[config.mk]
export PLATFORM = sky130hd
export DESIGN_NAME = cspsc_top
export DESIGN_NICKNAME = d
export VERILOG_FILES = /design/src/pkg/cspsc_pkg.sv /design/src/hdl/cspsc_settle_cnt.sv /design/src/hdl/cspsc_top.sv
export SDC_FILE = /design/constraint.sdc
export NUM_CORES = 1
export LEC_CHECK = 0
export ABC_AREA = 1
export BUFFER_PORTS_ARGS = -buffer_cell sky130_fd_sc_hd__buf_2
export CORE_UTILIZATION = 32
export CTS_CLUSTER_DIAMETER = 100
export CTS_CLUSTER_SIZE = 30
export DETAILED_ROUTE_END_ITERATION = 8
export PLACE_DENSITY = 0.65
export RECOVER_POWER = 25
export SLEW_MARGIN = 20
export SYNTH_ARGS = -nofsm -noshare
export SYNTH_HDL_FRONTEND = slang
export SYNTH_SLANG_ARGS = --single-unit
[constraint.sdc]
create_clock -name core_clk_i -period 1.57 [get_ports core_clk_i]
set_input_delay 0.0785 -clock core_clk_i [delete_from_list [all_inputs] [get_ports core_clk_i]]
set_output_delay 0.0785 -clock core_clk_i [all_outputs]
set_load 0.005 [all_outputs]
[src/pkg/cspsc_pkg.sv]
// Purpose: Shared constants and types for the clock switch and power save controller
// Assumes: 16-bit control register reached over a plain strobe port
// Notes:   Source codes follow the three-bit select encoding

package cspsc_pkg;

  // Register offsets on the plain port
  localparam logic [1:0] CSPSC_OFS_CTRL   = 2'h0;
  localparam logic [1:0] CSPSC_OFS_STATUS = 2'h1;

  // Field positions in the control register
  localparam int CSPSC_CUR_LSB  = 12;
  localparam int CSPSC_NEW_LSB  = 8;
  localparam int CSPSC_LOCK_BIT = 5;
  localparam int CSPSC_FAIL_BIT = 3;
  localparam int CSPSC_SEN_BIT  = 1;
  localparam int CSPSC_REQ_BIT  = 0;

  // Byte-lane write strobes
  localparam logic [1:0] CSPSC_LANE_LOW  = 2'h1;
  localparam logic [1:0] CSPSC_LANE_HIGH = 2'h2;

  // Unlock key values
  localparam logic [7:0] CSPSC_KEY_HI_A = 8'h78;
  localparam logic [7:0] CSPSC_KEY_HI_B = 8'h9A;
  localparam logic [7:0] CSPSC_KEY_LO_A = 8'h46;
  localparam logic [7:0] CSPSC_KEY_LO_B = 8'h57;

  // Cycles of the new clock counted before the changeover
  localparam int unsigned CSPSC_SETTLE_CYCLES = 10;

  // Source select encoding
  typedef enum logic [2:0] {
    CSPSC_SRC_FAST_RC         = 3'h0,
    CSPSC_SRC_FAST_RC_PLL     = 3'h1,
    CSPSC_SRC_PRIMARY         = 3'h2,
    CSPSC_SRC_PRIMARY_PLL     = 3'h3,
    CSPSC_SRC_SECONDARY       = 3'h4,
    CSPSC_SRC_LOW_POWER_RC    = 3'h5,
    CSPSC_SRC_RESERVED        = 3'h6,
    CSPSC_SRC_FAST_RC_POSTDIV = 3'h7
  } cspsc_src_e;

  // Configuration straps bundled together
  typedef struct packed {
    logic       switch_cfg_upper_bit;
    logic       switch_cfg_lower_bit;
    cspsc_src_e powerup_source_cfg;
    logic [1:0] primary_submode_cfg;
    logic       watchdog_enable;
  } cspsc_cfg_s;

  // Oscillator enables driven to the analog side
  typedef struct packed {
    logic primary_osc;
    logic secondary_osc;
    logic fast_rc_osc;
    logic low_power_rc_osc;
    logic pll;
  } cspsc_osc_s;

  // Oscillator readiness from the analog side
  typedef struct packed {
    logic primary_startup_done;
    logic pll_locked;
    logic new_clk_tick;
  } cspsc_ready_s;

endpackage

[src/hdl/cspsc_settle_cnt.sv]
// Purpose: Counts ticks of the newly selected clock before changeover
// Assumes: Ticks arrive as one-cycle enable pulses synchronous to core_clk_i
// Notes:   Done is a registered level until cleared by start

`timescale 1ns/1ps

module cspsc_settle_cnt #(
  parameter int unsigned COUNT = 10
) (
  input  wire logic core_clk_i,
  input  wire logic reset_i,
  input  wire logic start_i,
  input  wire logic tick_i,
  output logic      done_o
);

  localparam int W = $clog2(COUNT + 1);

  logic [W-1:0] cnt_q, cnt_d;
  logic         run_q, run_d;
  logic         done_q, done_d;

  // Start reloads; each tick counts once while running
  always_comb begin
    cnt_d  = cnt_q;
    run_d  = run_q;
    done_d = done_q;
    if (start_i) begin
      cnt_d  = '0;
      run_d  = 1'b1;
      done_d = 1'b0;
    end else if (run_q && tick_i) begin
      cnt_d = cnt_q + W'(1);
      if (cnt_q == W'(COUNT - 1)) begin
        run_d  = 1'b0;
        done_d = 1'b1;
      end
    end
  end

  always_ff @(posedge core_clk_i) begin
    if (reset_i) begin
      cnt_q  <= '0;
      run_q  <= 1'b0;
      done_q <= 1'b0;
    end else begin
      cnt_q  <= cnt_d;
      run_q  <= run_d;
      done_q <= done_d;
    end
  end

  assign done_o = done_q;

endmodule

[src/hdl/cspsc_top.sv]
// Purpose: Run-time system clock switching, unlock protection and sleep/idle control
// Assumes: Configuration straps steady after reset; oscillator readiness synchronous
// Notes:   Notes on behaviour below

`timescale 1ns/1ps

module cspsc_top (
  input  wire logic                  core_clk_i,
  input  wire logic                  reset_i,
  input  wire cspsc_pkg::cspsc_cfg_s cfg_i,
  input  wire logic [1:0]            reg_addr_i,
  input  wire logic [15:0]           reg_wdata_i,
  input  wire logic [1:0]            reg_lane_i,
  input  wire logic                  reg_wr_i,
  input  wire logic                  reg_rd_i,
  output logic [15:0]                reg_rdata_o,
  input  wire cspsc_pkg::cspsc_ready_s ready_i,
  input  wire logic                  clock_fail_i,
  input  wire logic                  sleep_instr_i,
  input  wire logic                  idle_instr_i,
  input  wire logic                  wake_irq_i,
  input  wire logic                  watchdog_timeout_i,
  output cspsc_pkg::cspsc_osc_s      osc_en_o,
  output cspsc_pkg::cspsc_src_e      sys_clk_sel_o,
  output logic                       sys_clk_run_o,
  output logic                       cpu_clk_run_o,
  output logic                       watchdog_clear_o,
  output logic                       failsafe_active_o,
  output logic                       switch_busy_o
);
  import cspsc_pkg::*;

  typedef enum logic [1:0] {
    CSPSC_SW_IDLE  = 2'b00,
    CSPSC_SW_WAIT  = 2'b01,
    CSPSC_SW_SETTLE = 2'b10
  } cspsc_sw_e;

  typedef enum logic [1:0] {
    CSPSC_PM_RUN   = 2'b00,
    CSPSC_PM_SLEEP = 2'b01,
    CSPSC_PM_IDLE  = 2'b10
  } cspsc_pm_e;

  typedef enum logic [1:0] {
    CSPSC_UL_NONE = 2'b00,
    CSPSC_UL_HALF = 2'b01,
    CSPSC_UL_OPEN = 2'b10
  } cspsc_ul_e;

  // True for sources that run through the PLL; codes as in the package encoding
  function automatic logic uses_pll(input cspsc_src_e s);
    return (s == CSPSC_SRC_FAST_RC_PLL) || (s == CSPSC_SRC_PRIMARY_PLL);
  endfunction

  // Oscillator enable vector needed by one source
  function automatic cspsc_osc_s osc_of(input cspsc_src_e s);
    cspsc_osc_s o;
    o = '0;
    unique case (s)
      CSPSC_SRC_PRIMARY, CSPSC_SRC_PRIMARY_PLL: o.primary_osc = 1'b1;
      CSPSC_SRC_SECONDARY:                      o.secondary_osc = 1'b1;
      CSPSC_SRC_LOW_POWER_RC:                   o.low_power_rc_osc = 1'b1;
      default:                                  o.fast_rc_osc = 1'b1;
    endcase
    o.pll = uses_pll(s);
    return o;
  endfunction

  logic switch_en;
  logic fsm_en;
  assign switch_en = ~cfg_i.switch_cfg_upper_bit;
  assign fsm_en    = ~cfg_i.switch_cfg_upper_bit & ~cfg_i.switch_cfg_lower_bit;

  cspsc_src_e cur_q, cur_d;
  cspsc_src_e new_q, new_d;
  cspsc_src_e tgt_q, tgt_d;
  logic       req_q, req_d;
  logic       lock_q, lock_d;
  logic       fail_q, fail_d;
  logic       sen_q, sen_d;
  cspsc_sw_e  sw_q, sw_d;
  cspsc_ul_e  ulh_q, ulh_d;
  cspsc_ul_e  ull_q, ull_d;
  cspsc_pm_e  pm_q, pm_d;
  logic       wdclr_q, wdclr_d;
  logic [15:0] rdata_q, rdata_d;
  logic       settle_start;
  logic       settle_done;

  logic wr_ctrl, wr_hi, wr_lo;
  assign wr_ctrl = reg_wr_i && (reg_addr_i == CSPSC_OFS_CTRL);
  assign wr_hi   = wr_ctrl && reg_lane_i[1];
  assign wr_lo   = wr_ctrl && reg_lane_i[0];

  // Unlock trackers; open lets at most one write through, and any other write closes it
  always_comb begin
    ulh_d = ulh_q;
    ull_d = ull_q;
    if (wr_hi) begin
      unique case (ulh_q)
        CSPSC_UL_NONE: ulh_d = (reg_wdata_i[15:8] == CSPSC_KEY_HI_A) ? CSPSC_UL_HALF : CSPSC_UL_NONE;
        CSPSC_UL_HALF: ulh_d = (reg_wdata_i[15:8] == CSPSC_KEY_HI_B) ? CSPSC_UL_OPEN :
                               ((reg_wdata_i[15:8] == CSPSC_KEY_HI_A) ? CSPSC_UL_HALF : CSPSC_UL_NONE);
        default:       ulh_d = CSPSC_UL_NONE;
      endcase
    end else if (reg_wr_i) begin
      ulh_d = CSPSC_UL_NONE;
    end
    if (wr_lo) begin
      unique case (ull_q)
        CSPSC_UL_NONE: ull_d = (reg_wdata_i[7:0] == CSPSC_KEY_LO_A) ? CSPSC_UL_HALF : CSPSC_UL_NONE;
        CSPSC_UL_HALF: ull_d = (reg_wdata_i[7:0] == CSPSC_KEY_LO_B) ? CSPSC_UL_OPEN :
                               ((reg_wdata_i[7:0] == CSPSC_KEY_LO_A) ? CSPSC_UL_HALF : CSPSC_UL_NONE);
        default:       ull_d = CSPSC_UL_NONE;
      endcase
    end else if (reg_wr_i) begin
      ull_d = CSPSC_UL_NONE;
    end
  end

  logic hi_commit, lo_commit;
  assign hi_commit = wr_hi && (ulh_q == CSPSC_UL_OPEN);
  assign lo_commit = wr_lo && (ull_q == CSPSC_UL_OPEN);

  // Register fields and switch sequencer; processor never waits on it
  always_comb begin
    cur_d = cur_q;
    new_d = new_q;
    tgt_d = tgt_q;
    req_d = req_q;
    lock_d = lock_q;
    fail_d = fail_q;
    sen_d = sen_q;
    sw_d  = sw_q;
    settle_start = 1'b0;
    if (hi_commit && switch_en) begin
      new_d = cspsc_src_e'(reg_wdata_i[CSPSC_NEW_LSB +: 3]);
    end
    if (lo_commit) begin
      sen_d = reg_wdata_i[CSPSC_SEN_BIT];
      if (switch_en && reg_wdata_i[CSPSC_REQ_BIT]) begin
        req_d = 1'b1;
      end
      if (!reg_wdata_i[CSPSC_FAIL_BIT]) begin
        fail_d = 1'b0;                                                              // Clear-only flag
      end
    end
    if (clock_fail_i && fsm_en && pm_q != CSPSC_PM_SLEEP) begin
      fail_d = 1'b1;                                                                // Set wins over clear
    end
    if (uses_pll(cur_q) && sw_q == CSPSC_SW_IDLE) begin
      lock_d = ready_i.pll_locked;
    end else if (sw_q == CSPSC_SW_IDLE) begin
      lock_d = 1'b0;
    end
    unique case (sw_q)
      CSPSC_SW_IDLE: begin
        if (req_q && switch_en) begin
          if (new_q == cur_q) begin
            req_d = 1'b0;
          end else begin
            lock_d = 1'b0;
            fail_d = clock_fail_i && fsm_en;
            tgt_d  = new_q;
            sw_d   = CSPSC_SW_WAIT;
          end
        end
      end
      CSPSC_SW_WAIT: begin
        if ((!(tgt_q inside {CSPSC_SRC_PRIMARY, CSPSC_SRC_PRIMARY_PLL}) || ready_i.primary_startup_done) &&
            (!uses_pll(tgt_q) || ready_i.pll_locked)) begin
          lock_d = uses_pll(tgt_q);
          settle_start = 1'b1;
          sw_d = CSPSC_SW_SETTLE;
        end
      end
      CSPSC_SW_SETTLE: begin
        if (settle_done) begin
          cur_d = tgt_q;
          req_d = 1'b0;
          sw_d  = CSPSC_SW_IDLE;
        end
      end
      default: sw_d = CSPSC_SW_IDLE;
    endcase
    if (!switch_en) begin
      req_d = 1'b0;
      cur_d = cfg_i.powerup_source_cfg;
      sw_d  = CSPSC_SW_IDLE;
    end
  end

  cspsc_settle_cnt #(
    .COUNT (CSPSC_SETTLE_CYCLES)
  ) u_settle (
    .core_clk_i (core_clk_i),
    .reset_i    (reset_i),
    .start_i    (settle_start),
    .tick_i     (ready_i.new_clk_tick),
    .done_o     (settle_done)
  );

  // Power-save mode; wake checked from the first cycle after entry
  always_comb begin
    pm_d    = pm_q;
    wdclr_d = 1'b0;
    unique case (pm_q)
      CSPSC_PM_RUN: begin
        if (sleep_instr_i) begin
          pm_d    = CSPSC_PM_SLEEP;
          wdclr_d = cfg_i.watchdog_enable;
        end else if (idle_instr_i) begin
          pm_d    = CSPSC_PM_IDLE;
          wdclr_d = cfg_i.watchdog_enable;
        end
      end
      default: begin
        if (wake_irq_i || watchdog_timeout_i) begin
          pm_d = CSPSC_PM_RUN;
        end
      end
    endcase
  end

  // Read port, data in the cycle after the strobe
  always_comb begin
    rdata_d = 16'h0000;
    if (reg_rd_i) begin
      unique case (reg_addr_i)
        CSPSC_OFS_CTRL: begin
          rdata_d[CSPSC_CUR_LSB +: 3] = cur_q;
          rdata_d[CSPSC_NEW_LSB +: 3] = new_q;
          rdata_d[CSPSC_LOCK_BIT]     = lock_q;
          rdata_d[CSPSC_FAIL_BIT]     = fail_q;
          rdata_d[CSPSC_SEN_BIT]      = sen_q;
          rdata_d[CSPSC_REQ_BIT]      = req_q;
        end
        CSPSC_OFS_STATUS: rdata_d = {12'h000, fsm_en, switch_en, pm_q};
        default:          rdata_d = 16'h0000;
      endcase
    end
  end

  always_ff @(posedge core_clk_i) begin
    if (reset_i) begin
      cur_q   <= CSPSC_SRC_FAST_RC_POSTDIV;
      new_q   <= CSPSC_SRC_FAST_RC_POSTDIV;
      tgt_q   <= CSPSC_SRC_FAST_RC_POSTDIV;
      req_q   <= 1'b0;
      lock_q  <= 1'b0;
      fail_q  <= 1'b0;
      sen_q   <= 1'b0;
      sw_q    <= CSPSC_SW_IDLE;
      ulh_q   <= CSPSC_UL_NONE;
      ull_q   <= CSPSC_UL_NONE;
      pm_q    <= CSPSC_PM_RUN;
      wdclr_q <= 1'b0;
      rdata_q <= 16'h0000;
    end else begin
      cur_q   <= cur_d;
      new_q   <= new_d;
      tgt_q   <= tgt_d;
      req_q   <= req_d;
      lock_q  <= lock_d;
      fail_q  <= fail_d;
      sen_q   <= sen_d;
      sw_q    <= sw_d;
      ulh_q   <= ulh_d;
      ull_q   <= ull_d;
      pm_q    <= pm_d;
      wdclr_q <= wdclr_d;
      rdata_q <= rdata_d;
    end
  end

  // Oscillator enables; old source drops when current changes
  cspsc_osc_s need;
  always_comb begin
    need = osc_of(cur_q);
    if (sw_q != CSPSC_SW_IDLE) begin
      need = need | osc_of(tgt_q);
    end
    if (pm_q == CSPSC_PM_SLEEP) begin
      need = '0;
    end
    need.secondary_osc    = need.secondary_osc | sen_q;
    need.low_power_rc_osc = need.low_power_rc_osc | cfg_i.watchdog_enable |
                            (fsm_en && pm_q != CSPSC_PM_SLEEP);
  end

  assign osc_en_o          = need;
  assign reg_rdata_o       = rdata_q;
  assign sys_clk_sel_o     = cur_q;
  assign sys_clk_run_o     = (pm_q != CSPSC_PM_SLEEP);
  assign cpu_clk_run_o     = (pm_q == CSPSC_PM_RUN);
  assign watchdog_clear_o  = wdclr_q;
  assign failsafe_active_o = fsm_en && (pm_q != CSPSC_PM_SLEEP);
  assign switch_busy_o     = (sw_q != CSPSC_SW_IDLE);

  chk_redundant_abort: assert property (@(posedge core_clk_i) disable iff (reset_i)
    (sw_q == CSPSC_SW_IDLE && req_q && switch_en && new_q == cur_q) |=> !req_q)
    else $error("redundant switch not abandoned");
  chk_start_clears: assert property (@(posedge core_clk_i) disable iff (reset_i)
    (sw_q == CSPSC_SW_IDLE && $past(sw_q) == CSPSC_SW_IDLE && sw_d == CSPSC_SW_WAIT) |=> !lock_q)
    else $error("lock not cleared at switch start");
  chk_req_held_zero: assert property (@(posedge core_clk_i) disable iff (reset_i)
    !switch_en |=> !req_q)
    else $error("request bit set while switching disabled");
  chk_cur_follows_cfg: assert property (@(posedge core_clk_i) disable iff (reset_i)
    !switch_en |=> cur_q == $past(cfg_i.powerup_source_cfg))
    else $error("current field not tracking power-up source");
  chk_commit_copies: assert property (@(posedge core_clk_i) disable iff (reset_i)
    (sw_q == CSPSC_SW_SETTLE && settle_done && switch_en) |=> (cur_q == $past(tgt_q)) && !req_q)
    else $error("changeover did not copy source");
  chk_no_lock_write: assert property (@(posedge core_clk_i) disable iff (reset_i)
    (wr_hi && ulh_q != CSPSC_UL_OPEN && sw_q == CSPSC_SW_IDLE && switch_en) |=> new_q == $past(new_q))
    else $error("locked high byte write took effect");
  chk_sleep_quiet: assert property (@(posedge core_clk_i) disable iff (reset_i)
    pm_q == CSPSC_PM_SLEEP |-> !failsafe_active_o && !sys_clk_run_o && !osc_en_o.fast_rc_osc)
    else $error("clock or monitor active in sleep");
  chk_wake_run: assert property (@(posedge core_clk_i) disable iff (reset_i)
    (pm_q != CSPSC_PM_RUN && wake_irq_i) |=> pm_q == CSPSC_PM_RUN && cpu_clk_run_o)
    else $error("no wake on interrupt");
  chk_sleep_wdclr: assert property (@(posedge core_clk_i) disable iff (reset_i)
    (pm_q == CSPSC_PM_RUN && sleep_instr_i && cfg_i.watchdog_enable) |=> watchdog_clear_o)
    else $error("watchdog not cleared on sleep entry");

  cov_switch_done: cover property (@(posedge core_clk_i) sw_q == CSPSC_SW_SETTLE && settle_done);
  cov_redundant: cover property (@(posedge core_clk_i) sw_q == CSPSC_SW_IDLE && req_q && new_q == cur_q);
  cov_sleep_wake: cover property (@(posedge core_clk_i) pm_q == CSPSC_PM_SLEEP ##1 pm_q == CSPSC_PM_RUN);
  cov_idle: cover property (@(posedge core_clk_i) pm_q == CSPSC_PM_IDLE);

endmodule

==> results.cfg, run 1 <==
[sta]
postLayoutSetupSlackWorst_ps = 128
rsz0062_at_grt = false
maxSlewViolCount = 0
maxSlewHeadroom_pct = 56.5
tns_ps = 0
fmax_mhz = 694
min_period_ps = 1440
worst-slew-pin-transition_ps = 652
fin_worst_skew_ps = 5.91
final-hold-violation-count = 0
fin_crit_sh_pct = 91.8
setup_viol = 0

[placement]
place_hpwl_um = 3530
gp_congestion = 0.808
portBuffers = 61
pre_cts_slack_ps = 302

[setup_path]
path_max_fanout = 7
r2r_cells = 8
worstPathRequired_ps = 1490
critPathArrivalTime_ps = 1360
endpoint_kind = primary output
cp-start-kind = flip-flop
worstSetupPathType = reg2out

[clock_tree]
clk_pin_slew_ps = 70
cts-root-buf = clkbuf_8
cts_num_sinks = 39
cts_buffers = 5
htree_num_levels = 2
holdBufCountCts = 0
clk_path_buf_depth = 2
cts_tree = built
insertion_delay_ps = 290

[die]
die_y_um = 78.5
placementRows = 27
die_w_um = 78.5
start_util_pct = 33.6
ios = 69
core_um2 = 5570
die_area_um2 = 6160

[routing]
wl_per_cell_um = 11.6
routed_wl_um = 4550
drc = 0
drt_first_pass_iters = 4
routed-via-count = 1843
drt.antenna.violating_nets = 0
drt_iter0_markers = 120
viasPerCell = 4.69

[global_routing]
overflow = 0
grt_start_max_net_pins = 13
antenna_found_initial = 0
track_usage_pct = 15.4
grt_pass1_wl_um = 7310
first_global_vias = 1635

[finish]
antenna_cells = 0
syn_to_final_growth_pct = 25.2
layout_common_cells = buf_2 (60), nand2_1 (48), dfxtp_1 (37)
finalNetCount = 364
final_common_cell = buf_2
drive_gt1_share_pct = 28.3

[power_and_ir_drop]
vdd_drop_max_mv = 0.368
cellPowerDensity_nw_per_um2 = 846
total_power_mw = 1.98
p_leak_nw = 1.16

[synth]
synth_top_area_share_pct = 41.7
ys_warn_count = 0
synth-async-reset-ratio_pct = 0
synthCells = 255
avgSynthCellArea_um2 = 7.34
synth-seq-cells = 39
syn-cell-area_um2 = 1870
synthTopCellsByArea = dfxtp_1 (42%), nand2_1 (9.6%), inv_1 (6.8%), nor2_1 (6.8%), a21oi_1 (4.8%)
synth_enable_flop_cells = 0
yosysSeqAreaShare_pct = 41.7
synth_top_area_cell = dfxtp_1
yosysUniqueCellTypes = 37
synth_ff_type = dfxtp_1

[run]
drv_cap = 0

[min_path]
holdPathStages = 3
hp-class = in2reg

[run_status]
status = finished, final reports clean
-- layer usage --
layer  track usage [%]  vias to the layer above  wire [µm]
li1                  -                      937          -
met1              19.7                      828       1980
met2              24.9                       73       2160
met3              3.49                        5        354
met4              6.30                        0         60
met5                 0                        -          0
-- synth_stat cells, types with 3 or more instances --
library cell,number
o21ai_0,6
xor2_1,3
nor3_1,4
buf_4,5
inv_1,34
nand2_1,48
dfxtp_1,39
inv_2,6
nand3_1,14
nor2_1,34
nand4_1,4
o211ai_1,4
nor2_2,3
a21oi_1,18
ha_1,4
-- cell families (layout without fill, tap and decap cells) --
family,after synthesis,count (layout),share of synthesized area [%]
other,1,5,0.200
buffers and inverters,49,111,11.0
and+or+nand+nor,120,120,29.8
DFF,39,39,41.7
adders and majority gates,4,4,2.68
AOI/OAI and AO/OA,38,38,12.3
xor gates and xnor gates,4,4,2.27
-- final cells by class --
| class | count | area (µm²) |
|---|---|---|
| Fill cell | 615 | 3230 |
| Tap cell | 72 | 90.1 |
| Clock buffer | 8 | 100 |
| Sequential cell | 39 | 786 |
| Inverter | 41 | 154 |
| Timing Repair Buffer | 62 | 312 |
| Multi-Input combinational cell | 171 | 900 |
-- worst paths after layout --
check	from	endpoint	slack [ps]
setup / recovery	sw_q[1]	osc_en_o[3]	130
hold reg to reg	lock_q	reg_rdata_o[5]	440
setup reg to reg	tgt_q[2]	u_settle.cnt_q[1]	270
hold / removal	reg_wdata_i[10]	new_q[2]	7
-- where the power goes --
part	leakage, nW	switching [mW]	internal, mW	total, mW
Clock	0.0515	0.343	0.401	0.744
Combinational	0.787	0.122	0.0931	0.215
Sequential	0.317	0.0148	1.01	1.02
-- critical path, cell delays in order, from the launching register on --
cell and delay, ps:
dfxtp_1 350, inv_2 60, nand2_4 110, inv_1 80, nor4_1 170, o21ai_1 110
nand2_1 80, buf_2 110
-- per-stage QoR --
stage | hold slack, ps | std cells | util (%) | instance area, µm²
finish | 6.77 | 393 | 42.0 | 2340
global route | 18.3 | 393 | 42.0 | 2340
CTS | 1.93 | 393 | 42.0 | 2340
detailed placement | 307 | 385 | 40.1 | 2240
global placement | 308 | 385 | 40.1 | 2240
floorplan | 192 | 259 | - | 1890
-- what timing repair did --
action / CTS / global route
setup endpoints to repair: 2 / 2
endpoints found under the hold margin: 0 / 0
buffers inserted: 0 / 0
resized for setup: 1 / 3
-- registers in the layout (all words and copies together), names as in the netlist, 3 cells and up --
register / cells
tgt_q: 3
sys_clk_sel_o: 3
u_settle.cnt_q: 4
reg_rdata_o: 11
new_q: 3
(Power assumes the default switching activity.)
==> inputs of run 2 (changes only) <==
--- a/config.mk
+++ b/config.mk
@@ -7,11 +7,13 @@
 export LEC_CHECK = 0
 export ABC_AREA = 1
 export BUFFER_PORTS_ARGS = -buffer_cell sky130_fd_sc_hd__buf_2
-export CORE_UTILIZATION = 32
+export CELL_PAD_IN_SITES_DETAIL_PLACEMENT = 1
+export CELL_PAD_IN_SITES_GLOBAL_PLACEMENT = 2
+export CORE_UTILIZATION = 26
 export CTS_CLUSTER_DIAMETER = 100
 export CTS_CLUSTER_SIZE = 30
 export DETAILED_ROUTE_END_ITERATION = 8
-export PLACE_DENSITY = 0.65
+export PLACE_DENSITY = 0.88
 export RECOVER_POWER = 25
 export SLEW_MARGIN = 20
 export SYNTH_ARGS = -nofsm -noshare
==> results.cfg, run 2 (synthesis results as in run 1) <==
[run_status]
status = finished, final reports clean

[setup_path]
cp-startpoint = sys_clk_sel_o[1]
cp-start-kind = flip-flop
r2r-start = tgt_q[2]
path_max_fanout = 6
r2r_cells = 8
worstPathRequired_ps = 1490
endpoint_kind = primary output
worstSetupPathType = reg2out
critPathArrivalTime_ps = 1360
rrSetupSlack_ps = 300
cp-endpoint = osc_en_o[2]
r2r_end = u_settle.cnt_q[0]

[finish]
multi_input_area_um2 = 907
syn_to_final_growth_pct = 25.9
layout_common_cells = buf_2 (53), nand2_1 (48), dfxtp_1 (38)
fill_cells = 876
final_common_cell = buf_2
finalNetCount = 365
antenna_cells = 0
drive_gt1_share_pct = 26.1
fin_util_pct = 34.3
register_area_um2 = 782
largest_register_ffs = 11

[sta]
setup_viol = 0
final-hold-violation-count = 0
tns_ps = 0
maxSlewViolCount = 0
fmax_mhz = 697
maxSlewHeadroom_pct = 53.9
whs_ps = 13.0
worst-slew-pin-transition_ps = 691
min_period_ps = 1430
fin_worst_skew_ps = 6.14
rsz0062_at_grt = false
fin_crit_sh_pct = 91.4

[power_and_ir_drop]
pwr-share-comb_pct = 11.9
swShare_pct = 25.7
p_leak_nw = 1.12
power_switching_mw = 0.489
power_frac_seq_pct = 53.6
vdd_drop_max_mv = 0.242
clock_power_share_pct = 34.5
total_power_mw = 1.90
cellPowerDensity_nw_per_um2 = 808
p_int_mw = 1.41

[run]
drv_cap = 0

[routing]
viasPerCell = 4.41
drc = 0
wl_per_cell_um = 12.5
routed-via-count = 1844
drt_iter0_markers = 54
drt_first_pass_iters = 4
routed_wl_um = 5230
drt.antenna.violating_nets = 0

[global_routing]
first_global_vias = 1886
antenna_found_initial = 0
grt_pass1_wl_um = 8630
grt_start_max_net_pins = 13
track_usage_pct = 14.9
overflow = 0

[die]
start_util_pct = 27.2
ios = 69
die_area_um2 = 7540
die_w_um = 86.8
core_um2 = 6870
placementRows = 30
die_y_um = 86.8

[clock_tree]
cts_buffers = 5
clk_pin_slew_ps = 70
holdBufCountCts = 0
cts-root-buf = clkbuf_8
htree_num_levels = 2
insertion_delay_ps = 290
cts_tree = built
cts_num_sinks = 39
clk_path_buf_depth = 2

[min_path]
hp-class = in2reg

[placement]
portBuffers = 61
gp_congestion = 0.810
place_hpwl_um = 4240
==> run 2: worst max-delay path, stage by stage, from the launching register on <==
cell     delay, ps
dfxtp_1        490
ha_1           290
a21oi_1        130
nor2_1          50
buf_2          120
==> run 2: final cells by class <==
| cell class | count | area share (%) |
|---|---|---|
| clock buffer | 7 | 3.24 |
| inverter | 41 | 6.54 |
| tap | 96 | 5.10 |
| timing repair buffer | 63 | 13.2 |
| multi-input combinational | 171 | 38.5 |
| clock inverter | 1 | 0.213 |
| sequential | 39 | 33.2 |
==> run 2: metrics by stage <==
stage / instances / setup slack, ps / instance area (µm²)
floorplan: 259 / 444 / 1890
global placement: 410 / 321 / 2270
detailed placement: 410 / 307 / 2270
CTS: 418 / 53.5 / 2360
global route: 418 / 4.18 / 2350
finish: 418 / 135 / 2350
==> run 2: how the worst min path moves through the flow <==
stage	start	end	slack, ps	cells past startpoint
floorplan	reg_wdata_i[8]	new_q[0]	190	2
global placement	reg_wdata_i[8]	new_q[0]	310	3
detailed placement	reg_wdata_i[8]	new_q[0]	310	3
CTS	reg_wdata_i[8]	new_q[0]	10	3
global route	reg_wdata_i[8]	new_q[0]	10	3
finish	reg_wdata_i[8]	new_q[0]	10	3
==> run 2: per-layer routing <==
layer | track usage, % | vias up | wire length (µm)
li1 | - | 945 | -
met1 | 19.2 | 842 | 2500
met2 | 24.8 | 51 | 2420
met3 | 3.43 | 6 | 241
met4 | 4.09 | 0 | 66
met5 | 0 | - | 0
==> run 2: timing repair <==
action	CTS	global route
buffers inserted	0	0
resized for setup	0	2
setup endpoints to repair	0	2
==> run 2: power groups by stage <==
stage | registers [mW] | logic, mW | clock network, mW
6_report | 1.02 | 0.226 | 0.657
5_1_grt | 1.02 | 0.258 | 0.724
4_1_cts | 1.02 | 0.229 | 0.676
3_5_place_dp | 1.04 | 0.228 | 0
3_3_place_gp | 1.04 | 0.223 | 0
2_1_floorplan | 1.04 | 0.116 | 0
==> inputs of run 3 (changes only) <==
--- a/config.mk
+++ b/config.mk
@@ -9,11 +9,12 @@
 export BUFFER_PORTS_ARGS = -buffer_cell sky130_fd_sc_hd__buf_2
 export CELL_PAD_IN_SITES_DETAIL_PLACEMENT = 1
 export CELL_PAD_IN_SITES_GLOBAL_PLACEMENT = 2
-export CORE_UTILIZATION = 26
+export CORE_UTILIZATION = 28
 export CTS_CLUSTER_DIAMETER = 100
 export CTS_CLUSTER_SIZE = 30
 export DETAILED_ROUTE_END_ITERATION = 8
-export PLACE_DENSITY = 0.88
+export MAX_ROUTING_LAYER = met4
+export PLACE_DENSITY = 0.93
 export RECOVER_POWER = 25
 export SLEW_MARGIN = 20
 export SYNTH_ARGS = -nofsm -noshare
==> constraint.sdc (replaced) <==
create_clock -name core_clk_i -period 1.8 [get_ports core_clk_i]
set_input_delay 0.09 -clock core_clk_i [delete_from_list [all_inputs] [get_ports core_clk_i]]
set_output_delay 0.09 -clock core_clk_i [all_outputs]
set_load 0.005 [all_outputs]
==> results.cfg, run 3 (synthesis results as in run 1) <==
[run_status]
status = finished, final reports clean

[finish]
syn_to_final_growth_pct = 24.1
largest_register_ffs = 11
antenna_cells = 0
finalNetCount = 364
final_common_cell = buf_2
layout_common_cells = buf_2 (58), nand2_1 (48), dfxtp_1 (39)
drive_gt1_share_pct = 26.8

[routing]
viasPerCell = 4.59
drc = 0
drt.antenna.violating_nets = 0
drt_iter0_markers = 79
routed_wl_um = 5220
routed-via-count = 1828
drt_first_pass_iters = 4
wl_per_cell_um = 13.1

[die]
placementRows = 29
core_um2 = 6390
die_y_um = 83.7
start_util_pct = 29.3
ios = 69
die_area_um2 = 7010
die_w_um = 83.7

[sta]
tns_ps = 0
min_period_ps = 1610
fin_crit_sh_pct = 89.6
postLayoutSetupSlackWorst_ps = 188
final-hold-violation-count = 0
setup_viol = 0
fmax_mhz = 620
rsz0062_at_grt = false
fin_worst_skew_ps = 6.11
worst-slew-pin-transition_ps = 681
maxSlewHeadroom_pct = 54.6
maxSlewViolCount = 0

[min_path]
min-delay-start = reg_wdata_i[8]
holdPathStages = 3
hp-class = in2reg
min_to = new_q[0]

[power_and_ir_drop]
cellPowerDensity_nw_per_um2 = 711
vdd_drop_max_mv = 0.273
p_leak_nw = 1.14

[setup_path]
worstPathRequired_ps = 1710
critPathArrivalTime_ps = 1520
crit_top_cell = nand2_1
crit_chain = inv_1 > o311ai_1 > nand2_1 > nand2_1 > buf_2
r2r_cells = 8
cp-startpoint = sys_clk_sel_o[2]
r2r_end = u_settle.cnt_q[1]
cp-start-kind = flip-flop
crit_slowest_cell = dfxtp_1
r2r-start = tgt_q[2]
worstSetupPathType = reg2out
rrSetupSlack_ps = 490
slowest_delay_ps = 460
path_max_fanout = 5
endpoint_kind = primary output

[clock_tree]
insertion_delay_ps = 290
holdBufCountCts = 0
cts_tree = built
htree_num_levels = 2
clk_pin_slew_ps = 70
clk_path_buf_depth = 2
cts_num_sinks = 39
cts_buffers = 5
post-cts-setup-buffer-count = 0
cts_resized = 0
cts-root-buf = clkbuf_8

[placement]
portBuffers = 61
gp_congestion = 0.765
pre_cts_slack_ps = 474
place_hpwl_um = 4190

[global_routing]
overflow = 0
first_global_vias = 1807
grt_start_max_net_pins = 13
grt_pass1_wl_um = 8570
antenna_found_initial = 0
track_usage_pct = 16.0

[run]
drv_cap = 0
-- run 3: metrics by stage --
step                      hold WS [ps]  power (mW)  utilization, %  cells  instance area, µm²
after global placement             321        1.10            35.1    390                2240
final                             16.8        1.65            36.3    398                2320
after CTS                         17.8        1.67            36.4    398                2320
after global routing              28.6        1.74            36.3    398                2320
after detailed placement           323        1.11            35.1    390                2240
after floorplan                    203        1.01               -    259                1890
-- run 3: worst max-delay path: cells and delay by family (launching register included) --
| kind | cells | cell delay, ps |
|---|---|---|
| flip-flops | 1 | 460 |
| AND/OR/NAND/NOR | 2 | 190 |
| AO/OA/AOI/OAI | 1 | 350 |
| buffers and inverters | 2 | 240 |
-- run 3: final cells by class --
class / count / area (µm²)
well taps: 77 / 96.3
multi-input cells: 171 / 900
fillers: 852 / 4070
flip-flops and latches: 39 / 781
clock buffers: 7 / 76.3
clock inverters: 1 / 5.00
inverters: 41 / 154
repair buffers: 62 / 309
-- run 3: layer usage --
metal	global-route usage (%)	vias up	wire, µm
met5	-	-	0
met4	6.32	0	99
met3	3.17	7	234
met2	26.2	51	2450
met1	19.5	836	2430
li1	-	934	-
-- run 3: worst max-delay path by stage --
stage | end | slack (ps) | cells past startpoint
5_1_grt | osc_en_o[1] | 80 | 5
6_report | osc_en_o[1] | 190 | 5
3_5_place_dp | osc_en_o[1] | 470 | 5
3_3_place_gp | osc_en_o[1] | 490 | 5
2_1_floorplan | u_settle.done_o | 670 | 8
4_1_cts | osc_en_o[1] | 150 | 5
-- run 3: power breakdown --
group | internal [mW] | total [mW] | switching [mW]
logic | 0.0810 | 0.191 | 0.110
registers | 0.878 | 0.891 | 0.0130
clock network | 0.272 | 0.568 | 0.296
total | 1.23 | 1.65 | 0.419
